[src/common/ici_map.svh]
// register offsets, field positions and reset values of the interrupt clear block
// How it works
// - reading the all-clear register clears combined output, software flags and abort cause
// - all-clear leaves hardware-cleared flags such as FIFO thresholds untouched
// - abort cause clearing is blocked by the bit 9 exception
// - reading receive-underflow clear register clears raw bit 0
// - reading receive-overflow clear register clears raw bit 1
// - reading transmit-overflow clear register clears raw bit 3
// - reading read-request clear register clears raw bit 5
// - reading transmit-abort clear register clears raw bit 6 and abort cause
// - transmit-abort clear read releases the transmit FIFO from its flushed hold
// - reading receive-done clear register clears raw bit 7
// - activity clear read clears activity flag only when bus no longer active
// - while bus stays active the activity flag stays set despite the read
// - activity flag clears by itself once disabled and bus idle
// - activity clear read returns the activity flag, raw bit 8
// - reading start-detect clear register clears raw bit 10
// - reading general-call clear register clears raw bit 11
// - underflow sets when data port is read with empty receive FIFO
// - transmit overflow sets when writing with 32 entries in transmit FIFO
// - enable bit 0 disables and flushes FIFOs; takes effect three clocks after the write
`ifndef ICI_MAP_SVH
`define ICI_MAP_SVH
`define ICI_ADDR_CLR_ALL      32'h50001440
`define ICI_ADDR_RECEIVE_UNDERFLOW_CLEAR 32'h50001444
`define ICI_ADDR_RECEIVE_OVERFLOW_CLEAR  32'h50001448
`define ICI_ADDR_TRANSMIT_OVERFLOW_CLEAR  32'h5000144c
`define ICI_ADDR_READ_REQUEST_CLEAR   32'h50001450
`define ICI_ADDR_CLR_TX_ABORT 32'h50001454
`define ICI_ADDR_RECEIVE_DONE_CLEAR  32'h50001458
`define ICI_ADDR_BUS_ACTIVITY_CLEAR 32'h5000145c
`define ICI_ADDR_CLR_STOP     32'h50001460
`define ICI_ADDR_CLR_START    32'h50001464
`define ICI_ADDR_GENERAL_CALL_CLEAR 32'h50001468
`define ICI_ADDR_ENABLE       32'h5000146c
`define ICI_ADDR_RAW_STATUS   32'h50001434
`define ICI_ADDR_ABORT_CAUSE  32'h50001480
`define ICI_BIT_RX_UNDER      0
`define ICI_BIT_RX_OVER       1
`define ICI_BIT_RX_FULL       2
`define ICI_BIT_TX_OVER       3
`define ICI_BIT_TX_EMPTY      4
`define ICI_BIT_RD_REQ        5
`define ICI_BIT_TX_ABORT      6
`define ICI_BIT_RX_DONE       7
`define ICI_BIT_ACTIVITY      8
`define ICI_BIT_STOP          9
`define ICI_BIT_START         10
`define ICI_BIT_GENERAL_CALL_FLAG      11
`define ICI_CAUSE_HOLD_BIT    9
`define ICI_SW_FLAG_MASK      16'h0feb
`define ICI_RAW_RESET         16'h0000
`define ICI_CAUSE_RESET       16'h0000
`define ICI_FIFO_DEPTH        32
`define ICI_ENABLE_DELAY      2
`endif

[src/common/ici_pkg.sv]
// types of the interrupt clear block
package ici_pkg;
  typedef struct packed {
    logic [15:0] raw;
    logic [15:0] cause;
    logic [1:0]  en_pipe;
    logic        enabled;
    logic        enable_req;
    logic        flush;
    logic        tx_hold;
    logic        combined;
    logic [31:0] rdata;
    logic        ready;
    logic        slverr;
  } ici_state_type;
endpackage

[src/rtl/ici_irq_clear.sv]
// read-to-clear interrupt flags, abort cause and controller enable behind APB
`timescale 1ns/1ps
`include "ici_map.svh"
module ici_irq_clear
  import ici_pkg::*;
#(
  parameter int FIFO_DEPTH = `ICI_FIFO_DEPTH
) (
  input  wire logic        pclk,
  input  wire logic        presetn,
  input  wire logic        psel,
  input  wire logic        penable,
  input  wire logic        pwrite,
  input  wire logic [31:0] paddr,
  input  wire logic [31:0] pwdata,
  output logic      [31:0] prdata,
  output logic             pready,
  output logic             pslverr,
  input  wire logic        bus_active,
  input  wire logic        restart_enabled,
  input  wire logic        data_port_read,
  input  wire logic        data_port_write,
  input  wire logic [5:0]  rx_fifo_level,
  input  wire logic [5:0]  tx_fifo_level,
  input  wire logic        rx_full_level,
  input  wire logic        tx_empty_level,
  input  wire logic        rx_overflow_event,
  input  wire logic        read_request_event,
  input  wire logic        abort_event,
  input  wire logic [15:0] abort_cause_set,
  input  wire logic        rx_done_event,
  input  wire logic        stop_event,
  input  wire logic        start_event,
  input  wire logic        general_call_event,
  output logic      [15:0] raw_irq_status,
  output logic      [15:0] abort_cause_register,
  output logic             combined_irq,
  output logic             controller_enabled,
  output logic             fifo_flush,
  output logic             tx_fifo_hold
);

  if (FIFO_DEPTH < 1 || FIFO_DEPTH > 63) begin : g_depth_check
    $error("FIFO_DEPTH must fit the 6-bit level inputs");
  end

  localparam logic [5:0] DEPTH = 6'(FIFO_DEPTH);

  ici_state_type state_reg;
  ici_state_type state_next;

  logic        setup;
  logic        access_done;
  logic        rd_done;
  logic        wr_done;
  logic [15:0] set_bits;
  logic [15:0] clr_bits;
  logic        cause_clear;
  logic        idle_disabled;
  logic        mapped;
  logic [15:0] read_value;

  always_comb begin
    setup       = psel && !penable;
    access_done = psel && penable && state_reg.ready;
    rd_done     = access_done && !pwrite;
    wr_done     = access_done && pwrite;
    idle_disabled = !state_reg.enabled && !bus_active;

    // hardware set sources
    set_bits = 16'h0000;
    set_bits[`ICI_BIT_RX_UNDER] = data_port_read && (rx_fifo_level == 6'h00);
    set_bits[`ICI_BIT_RX_OVER]  = rx_overflow_event;
    set_bits[`ICI_BIT_TX_OVER]  = data_port_write && (tx_fifo_level >= DEPTH);
    set_bits[`ICI_BIT_RD_REQ]   = read_request_event;
    set_bits[`ICI_BIT_TX_ABORT] = abort_event;
    set_bits[`ICI_BIT_RX_DONE]  = rx_done_event;
    set_bits[`ICI_BIT_ACTIVITY] = bus_active;
    set_bits[`ICI_BIT_STOP]     = stop_event;
    set_bits[`ICI_BIT_START]    = start_event;
    set_bits[`ICI_BIT_GENERAL_CALL_FLAG] = general_call_event;

    // software clears come from reads only; writes never clear
    clr_bits    = 16'h0000;
    cause_clear = 1'b0;
    if (rd_done) begin
      unique case (paddr)
        `ICI_ADDR_CLR_ALL: begin
          clr_bits    = `ICI_SW_FLAG_MASK;
          clr_bits[`ICI_BIT_ACTIVITY] = !bus_active;
          cause_clear = 1'b1;
        end
        `ICI_ADDR_RECEIVE_UNDERFLOW_CLEAR: clr_bits[`ICI_BIT_RX_UNDER] = 1'b1;
        `ICI_ADDR_RECEIVE_OVERFLOW_CLEAR:  clr_bits[`ICI_BIT_RX_OVER]  = 1'b1;
        `ICI_ADDR_TRANSMIT_OVERFLOW_CLEAR:  clr_bits[`ICI_BIT_TX_OVER]  = 1'b1;
        `ICI_ADDR_READ_REQUEST_CLEAR:   clr_bits[`ICI_BIT_RD_REQ]   = 1'b1;
        `ICI_ADDR_CLR_TX_ABORT: begin
          clr_bits[`ICI_BIT_TX_ABORT] = 1'b1;
          cause_clear = 1'b1;
        end
        `ICI_ADDR_RECEIVE_DONE_CLEAR:  clr_bits[`ICI_BIT_RX_DONE]  = 1'b1;
        `ICI_ADDR_BUS_ACTIVITY_CLEAR: clr_bits[`ICI_BIT_ACTIVITY] = !bus_active;
        `ICI_ADDR_CLR_STOP:     clr_bits[`ICI_BIT_STOP]     = 1'b1;
        `ICI_ADDR_CLR_START:    clr_bits[`ICI_BIT_START]    = 1'b1;
        `ICI_ADDR_GENERAL_CALL_CLEAR: clr_bits[`ICI_BIT_GENERAL_CALL_FLAG] = 1'b1;
        default: ;
      endcase
    end
    // disabled and idle: sticky error flags and activity drop by themselves
    if (idle_disabled) begin
      clr_bits[`ICI_BIT_RX_UNDER] = 1'b1;
      clr_bits[`ICI_BIT_RX_OVER]  = 1'b1;
      clr_bits[`ICI_BIT_TX_OVER]  = 1'b1;
      clr_bits[`ICI_BIT_ACTIVITY] = 1'b1;
    end

    // read data is prepared in the setup cycle
    mapped = 1'b1;
    read_value = 16'h0000;
    unique case (paddr)
      `ICI_ADDR_CLR_ALL:      read_value[0] = state_reg.combined;
      `ICI_ADDR_RECEIVE_UNDERFLOW_CLEAR: read_value[0] = state_reg.raw[`ICI_BIT_RX_UNDER];
      `ICI_ADDR_RECEIVE_OVERFLOW_CLEAR:  read_value[0] = state_reg.raw[`ICI_BIT_RX_OVER];
      `ICI_ADDR_TRANSMIT_OVERFLOW_CLEAR:  read_value[0] = state_reg.raw[`ICI_BIT_TX_OVER];
      `ICI_ADDR_READ_REQUEST_CLEAR:   read_value[0] = state_reg.raw[`ICI_BIT_RD_REQ];
      `ICI_ADDR_CLR_TX_ABORT: read_value[0] = state_reg.raw[`ICI_BIT_TX_ABORT];
      `ICI_ADDR_RECEIVE_DONE_CLEAR:  read_value[0] = state_reg.raw[`ICI_BIT_RX_DONE];
      `ICI_ADDR_BUS_ACTIVITY_CLEAR: read_value[0] = state_reg.raw[`ICI_BIT_ACTIVITY];
      `ICI_ADDR_CLR_STOP:     read_value[0] = state_reg.raw[`ICI_BIT_STOP];
      `ICI_ADDR_CLR_START:    read_value[0] = state_reg.raw[`ICI_BIT_START];
      `ICI_ADDR_GENERAL_CALL_CLEAR: read_value[0] = state_reg.raw[`ICI_BIT_GENERAL_CALL_FLAG];
      `ICI_ADDR_ENABLE:       read_value[0] = state_reg.enable_req;
      `ICI_ADDR_RAW_STATUS:   read_value    = state_reg.raw;
      `ICI_ADDR_ABORT_CAUSE:  read_value    = state_reg.cause;
      default:                mapped        = 1'b0;
    endcase
  end

  always_comb begin
    state_next = state_reg;

    // set wins over clear
    state_next.raw = (state_reg.raw & ~clr_bits) | set_bits;
    // hardware-cleared threshold flags mirror their levels, the receive-full flag only while enabled
    state_next.raw[`ICI_BIT_RX_FULL]  = rx_full_level && state_reg.enabled;
    state_next.raw[`ICI_BIT_TX_EMPTY] = tx_empty_level;
    state_next.raw[15:12] = 4'h0;

    // bit 9 of the cause blocks clearing until restarts are allowed
    state_next.cause = state_reg.cause;
    if (cause_clear && !(state_reg.cause[`ICI_CAUSE_HOLD_BIT] && !restart_enabled)) begin
      state_next.cause = 16'h0000;
    end
    state_next.cause = state_next.cause | abort_cause_set;

    // abort holds the transmit FIFO flushed until its clear read
    if (abort_event) begin
      state_next.tx_hold = 1'b1;
    end else if (rd_done && paddr == `ICI_ADDR_CLR_TX_ABORT) begin
      state_next.tx_hold = 1'b0;
    end

    if (wr_done && paddr == `ICI_ADDR_ENABLE) begin
      state_next.enable_req = pwdata[0];
    end
    // three controller clocks from enable_req to effect
    state_next.en_pipe = {state_reg.en_pipe[0], state_reg.enable_req};
    state_next.enabled = state_reg.en_pipe[1];
    state_next.flush   = !state_reg.en_pipe[1];

    state_next.combined = |(state_next.raw & `ICI_SW_FLAG_MASK);

    state_next.ready = setup;
    if (setup) begin
      state_next.rdata  = pwrite ? 32'h0000_0000 : {16'h0000, read_value};
      state_next.slverr = !mapped;
    end else if (access_done) begin
      state_next.rdata  = 32'h0000_0000;
      state_next.slverr = 1'b0;
    end
  end

  always_ff @(posedge pclk or negedge presetn) begin
    if (!presetn) begin
      state_reg <= '{raw: `ICI_RAW_RESET, cause: `ICI_CAUSE_RESET, en_pipe: 2'b00,
                     enabled: 1'b0, enable_req: 1'b0, flush: 1'b1, tx_hold: 1'b0,
                     combined: 1'b0, rdata: 32'h0000_0000, ready: 1'b0, slverr: 1'b0};
    end else begin
      state_reg <= state_next;
    end
  end

  assign prdata               = state_reg.rdata;
  assign pready               = state_reg.ready;
  assign pslverr              = state_reg.slverr;
  assign raw_irq_status       = state_reg.raw;
  assign abort_cause_register = state_reg.cause;
  assign combined_irq         = state_reg.combined;
  assign controller_enabled   = state_reg.enabled;
  assign fifo_flush           = state_reg.flush;
  assign tx_fifo_hold         = state_reg.tx_hold;

endmodule // ici_irq_clear

[config.mk]
export PLATFORM = sky130hd
export DESIGN_NAME = ici_irq_clear
export DESIGN_NICKNAME = d
export VERILOG_FILES = /design/src/common/ici_pkg.sv /design/src/rtl/ici_irq_clear.sv
export VERILOG_INCLUDE_DIRS = /design/src /design/src/common
export SDC_FILE = /design/constraint.sdc
export NUM_CORES = 1
export LEC_CHECK = 0
export BUFFER_PORTS_ARGS = -buffer_cell sky130_fd_sc_hd__clkbuf_2
export CORE_UTILIZATION = 41
export DETAILED_ROUTE_END_ITERATION = 10
export GPL_ROUTABILITY_DRIVEN = 1
export GPL_TIMING_DRIVEN = 0
export HOLD_SLACK_MARGIN = 0.02
export PLACE_DENSITY = 0.76
export RECOVER_POWER = 100
export SETUP_SLACK_MARGIN = 0.4
export SLEW_MARGIN = 0
export SYNTH_ARGS = -nofsm -noshare
export SYNTH_HDL_FRONTEND = slang
export SYNTH_SLANG_ARGS = --single-unit
[constraint.sdc]
create_clock -name pclk -period 2.3 [get_ports pclk]
set_clock_uncertainty 0.05 [all_clocks]
set_input_delay 0.46 -clock pclk [delete_from_list [all_inputs] [get_ports pclk]]
set_output_delay 0.46 -clock pclk [all_outputs]
set_load 0.05 [all_outputs]
==> results.yml, run 1 <==
run_status:
  outcome: "finished, final reports clean"
sta:
  fin_crit_sh_pct: 90.4
  fmax_ghz: 0.481
  rsz0062_at_grt: "yes"
  finalMaxSlewViolations: 0
  tightest_slew_ns: 1.42
  hold_viol_final: 0
  finalCriticalPeriod_ns: 2.08
  setup_viol: 0
  setup_tns_ns: 0
  holdWs_ns: 0.210
  max-slew-margin-rel_pct: 5.55
  fin_ws_ns: 0.222
layout:
  syn_to_final_growth_pct: 42.8
  nFillCells: 596
  seqCellArea_um2: 1330
  final_util_pct: 60.7
  drive_gt1_share_pct: 37.4
  antennaDiodeCount: 0
  final_nets: 534
  instances_no_fill: 502
  final_area_um2: 3870
  multi_input_area_um2: 1400
synth:
  yosysUniqueCellTypes: 49
  synth_compound_area_share_pct: 19.4
  seq_area_frac_synth_pct: 48.9
  yosys.area_share.adder_pct: 0
  synth_top_cell_area_share_pct: 47.9
  synthArstFlopShare_pct: 100
  syn-cell-area_um2: 2710
  synth-xor-area-share_pct: 0.323
  synth-edff-count: 0
  synthMuxAreaShare_pct: 1.66
  yosys.area_share.simple_pct: 21.7
  synth_top_family_by_area: "simple AND/OR/NAND/NOR gates"
  ys_warn_count: 0
  yosys_register_bits: 53
  synth_top_cell_by_area: "dfrtp_1"
  postSynthCellCount: 256
  avgSynthCellArea_um2: 10.6
  yosys-top-cells-count: "dfrtp_1, nand2_1, buf_4, a21o_1"
  synth_most_common_cell: "dfrtp_1"
  synth_flop_cell: "dfrtp_1"
  synthTopCellsByArea: "dfrtp_1, buf_4, a21o_1"
floorplan:
  die_x_um: 83.4
  design.core.area_um2: 6390
  die_area_um2: 6950
  die_h_um: 83.4
  rows: 29
  pin_count: 180
  initial_core_util_pct: 42.5
global_route:
  gr-total-overflow: 0
  grt_pass1_vias: 2395
  gr-usage-met2_pct: 35.4
  grt_use_met1_pct: 28.8
  grt_max_degree: 54
  met3_usage_pct: 3.68
  grt_usage_pct: 21.1
  top_usage_layer: "met2"
  grt_first_pass_wirelength_um: 11700
  antenna_found_initial: 0
place:
  place_congestion: 0.883
  portBuffers: 122
  dp.cells: 474
  dpl.hpwl_um: 5660
  dp_worst_setup_slack_ns: -0.224
  post_dp_cell_area_um2: 3540
critical_path:
  crit_arrival_ns: 2.25
  required_ns: 2.47
  worst_setup_path_end_kind: "register"
  crit_fanout: 5
  critPathKind: "input port to register"
  crit_path_start_kind: "input port"
detailed_routing:
  drt_first_pass_iters: 4
  drt_iter0_drc: 67
  routed_via_density: 5.11
  ant_nets: 0
  wire_per_inst_um: 15.4
  wirelength_um: 7720
  drcViolationCount: 0
  vias: 2563
cts:
  hold_buffers: 0
  cts_tree: "built"
  clock_latency_ns: 0.30
  cts.sinks: 53
  cts_root_buf: "clkbuf_8"
  cts_max_level: 2
  clk_pin_slew_worst_paths_ns: 0.09
  cts.path.max_buffers: 2
  numCtsBuffers: 5
min_path:
  hp-class: "input port to register"
flow_run:
  drv_cap: 0
power_and_ir_drop:
  ir_worst_vdd_v: 0.000289
  p_total_mw: 1.82
  power_density_nw_per_um2: 470
  leakage_nw: 1.65
metal layers:
layer	vias up	share of wire [%]	wire length (um)
li1	1245	-	-
met1	1201	43	3330
met2	111	50	3860
met3	6	5.9	454
met4	0	0.88	68
met5	-	0	0
worst max-delay path: stages:
cell and delay (ns):
buf_12 0.10, nor4_2 0.41, buf_4 0.22, nand4b_1 0.13
nor3_2 0.40, clkbuf_2 0.28, a22oi_2 0.10, o21ai_0 0.15
final cells by class:
| type | count | share of cell area, % |
|---|---|---|
| multi-input cells | 189 | 36.0 |
| flip-flops and latches | 53 | 34.3 |
| repair buffers | 142 | 18.9 |
| plain buffers | 29 | 5.39 |
| well taps | 77 | 2.49 |
| clock buffers | 6 | 2.13 |
| inverters | 4 | 0.387 |
| clock inverters | 2 | 0.355 |
logic make-up after synthesis:
family / after synthesis
mux: 3
xor+xnor: 1
compound gates: 74
simple gates: 91
flops: 53
other cells: 1
buf+inv: 33
layout by cell type, fill, tap and decap left out, types with 3 or more instances in the layout:
| master | synthesis | final |
|---|---|---|
| nor3_2 | 0 | 3 |
| a21o_1 | 19 | 19 |
| nor4_4 | 4 | 3 |
| o21ai_0 | 7 | 8 |
| buf_6 | 1 | 7 |
| nand2_1 | 24 | 24 |
| nand4_1 | 3 | 3 |
| conb_1 | 1 | 20 |
| nor3_1 | 7 | 4 |
| nand2b_1 | 5 | 4 |
| clkbuf_1 | 4 | 60 |
| nor4_2 | 0 | 3 |
| inv_1 | 4 | 4 |
| nor4_1 | 7 | 5 |
| nand3_1 | 8 | 6 |
| clkbuf_8 | 0 | 6 |
| a22o_1 | 6 | 6 |
| a22oi_2 | 0 | 9 |
| o21ai_1 | 9 | 7 |
| a21oi_1 | 9 | 9 |
| clkbuf_4 | 0 | 3 |
| dfrtp_1 | 52 | 51 |
| buf_4 | 21 | 32 |
| nor2_1 | 11 | 11 |
| clkbuf_2 | 0 | 66 |
registers in the layout (all words and copies together) (netlist names):
signal	count
pslverr	1
fifo_flush	1
abort_cause_register	16
controller_enabled	1
pready	1
combined_irq	1
prdata	16
raw_irq_status	12
tx_fifo_hold	1
state_next	3
power by group:
group          internal [mW]  leakage (nW)  total, mW  switching, mW
Combinational          0.117          1.00      0.325          0.208
Clock                  0.245        0.0512      0.550          0.305
Sequential             0.939         0.597      0.947        0.00834
final timing paths:
kind,startpoint,endpoint,slack [ns],depth (start not counted)
worst min register to register,state_next[40]$_DFF_PN0_,state_next[38]$_DFF_PN0_,0.31,0
min in group asynchronous,presetn,prdata[4]$_DFFE_PN0P_,0.42,1
max in group asynchronous,presetn,raw_irq_status[9]$_DFF_PN0_,0.43,2
worst max-delay path,paddr[1],prdata[6]$_DFFE_PN0P_,0.22,8
worst max register to register,pready$_DFF_PN0_,combined_irq$_DFF_PN0_,0.27,7
worst min-delay path,tx_empty_level,raw_irq_status[4]$_DFF_PN0_,0.21,1
repair_timing:
| item | 4_1_cts | 5_1_grt |
|---|---|---|
| buffers inserted | 7 | 9 |
| pin swaps | 5 | 23 |
| hold endpoints to repair | 0 | 0 |
| gates cloned | 0 | 3 |
| endpoints found under the setup margin | 33 | 27 |
| resized for setup | 9 | 45 |
Note: power is estimated with default switching activity, not from simulation.
==> run 2: changes to the inputs <==
Settings changed: SETUP_SLACK_MARGIN 0.4 to default.
==> run 2 against run 1 <==
Compared with the run above: maximum frequency decreased by 4.9%; final area decreased by 8.1%; sequential cell count unchanged; worst hold slack got worse by 0.0078 ns; non-clock buffer count decreased by 19; critical path depth unchanged; register-to-register slack got worse by 0.11 ns; combinational power decreased by 7.7%; critical path type unchanged; highest routed layer unchanged.
==> results.yml, run 2 (synthesis results as in run 1) <==
run_status:
  outcome: "finished, final reports clean"
cts:
  cts_root_buf: "clkbuf_8"
  clock_latency_ns: 0.31
  clk_pin_slew_worst_paths_ns: 0.10
  numCtsBuffers: 5
  cts_tree: "built"
  cts_max_level: 2
  post_cts_buffers: 0
  cts.path.max_buffers: 2
  cts.sinks: 53
  hold_buffers: 0
power_and_ir_drop:
  leakage_nw: 1.51
  ir_worst_vdd_v: 0.000273
  power_density_nw_per_um2: 534
critical_path:
  crit_path_frequent_cell: "nor4_1"
  critPathKind: "input port to register"
  worst_setup_path_end_kind: "register"
  crit_slowest_cell: "nor4_1"
  worstPathCellList: "clkbuf_2 > nor4_1 > nand4_1 > buf_2 > nor4_1 > o21ai_0 > nor4_2 > nand3_1"
  required_ns: 2.44
  crit_path_start_kind: "input port"
  r2r-start: "pready$_DFF_PN0_"
  crit_fanout: 10
  crit_arrival_ns: 2.32
  worstSetupStartpoint: "paddr[20]"
  critPathMaxStageDelay_ns: 0.40
global_route:
  grt_pass1_vias: 2439
  grt_usage_pct: 21.4
  antenna_found_initial: 0
  gr-total-overflow: 0
  grt_first_pass_wirelength_um: 11800
  grt_max_degree: 54
sta:
  setup_viol: 0
  fmax_ghz: 0.458
  max-slew-margin-rel_pct: 3.32
  finalMaxSlewViolations: 0
  finalCriticalPeriod_ns: 2.19
  rsz0062_at_grt: "yes"
  hold_viol_final: 0
  fin_crit_sh_pct: 95.0
  tightest_slew_ns: 1.45
  fin_ws_ns: 0.115
layout:
  final_nets: 515
  syn_to_final_growth_pct: 31.3
  final_common_cell: "clkbuf_2"
  layout.cells.most_common_list: "clkbuf_2, clkbuf_1, dfrtp_1"
  instances_no_fill: 483
  antennaDiodeCount: 0
  drive_gt1_share_pct: 30.8
place:
  portBuffers: 122
  dp.cells: 474
  dpl.hpwl_um: 5730
  dp_worst_setup_slack_ns: -0.381
  place_congestion: 0.880
floorplan:
  design.core.area_um2: 6390
  pin_count: 180
  die_h_um: 83.4
  initial_core_util_pct: 42.5
  rows: 29
  die_x_um: 83.4
  die_area_um2: 6950
detailed_routing:
  routed_via_density: 5.26
  drt_first_pass_iters: 4
  wire_per_inst_um: 15.1
  drt_iter0_drc: 94
  vias: 2539
  wirelength_um: 7290
  drcViolationCount: 0
  ant_nets: 0
min_path:
  min_from: "tx_empty_level"
  hp-class: "input port to register"
flow_run:
  drv_cap: 0
==> run 2: cell types whose count changed in the layout (fill, tap and decap cells not counted), sizes merged <==
cell and delta:
bufinv +1, buf -17, inv +1, clkbuf -3, clkinv -1
==> run 2: metal layers <==
metal,vias to the layer above,share of wire (%),global-route usage [%]
li1,1206,-,-
met1,1206,43,27.2
met2,117,49,37.0
met3,10,6.7,4.57
met4,0,1.6,5.49
met5,-,0,0
==> run 2: cell type report <==
class	count	area [um2]
inverter	4	15.0
clock inverter	3	43.8
clock buffer	5	68.8
buffer	29	200
sequential	53	1330
multi-input combinational	189	1260
tap	77	96.3
fill	635	2820
timing repair buffer	123	549
==> run 2: power by group <==
group / total, mW / internal (mW) / switching, mW
combinational: 0.300 / 0.100 / 0.200
clock: 0.654 / 0.327 / 0.327
sequential: 0.947 / 0.939 / 0.00783
total: 1.90 / 1.37 / 0.535
==> run 2: path summary, 6_finish.rpt <==
path                                                      to  slack (ns)  depth (start not counted)
hold / removal                   raw_irq_status[4]$_DFF_PN0_        0.20                          1
min in group asynchronous  abort_cause_register[4]$_DFF_PN0_        0.42                          1
setup reg to reg           abort_cause_register[6]$_DFF_PN0_        0.16                          6
setup / recovery                      combined_irq$_DFF_PN0_        0.11                          8
hold reg to reg                     state_next[38]$_DFF_PN0_        0.31                          0
max in group asynchronous        raw_irq_status[1]$_DFF_PN0_        0.44                          2
==> run 2: timing repair <==
item | CTS | global route
setup endpoints to repair | 11 | 22
pin swaps | 0 | 2
gates resized for setup | 2 | 3
endpoints found under the hold margin | 0 | 0
==> run 2: metrics by stage <==
stage	power (mW)	hold slack, ns	util (%)	instance area, um2	TNS (ns)
finish	1.90	0.202	55.8	3560	0
global placement	1.26	0.285	54.7	3490	-5.06
global route	1.98	0.187	55.8	3560	-0.0312
floorplan	1.15	0.114	-	2790	0
detailed placement	1.27	0.287	54.7	3490	-5.88
CTS	1.91	0.195	56.6	3620	0
==> run 2: worst max-delay path: cells and delay by family <==
| family | cells | cell delay, ns |
|---|---|---|
| buffers and inverters | 2 | 0.35 |
| AND/OR/NAND/NOR | 5 | 1.30 |
| AO/OA/AOI/OAI | 1 | 0.20 |
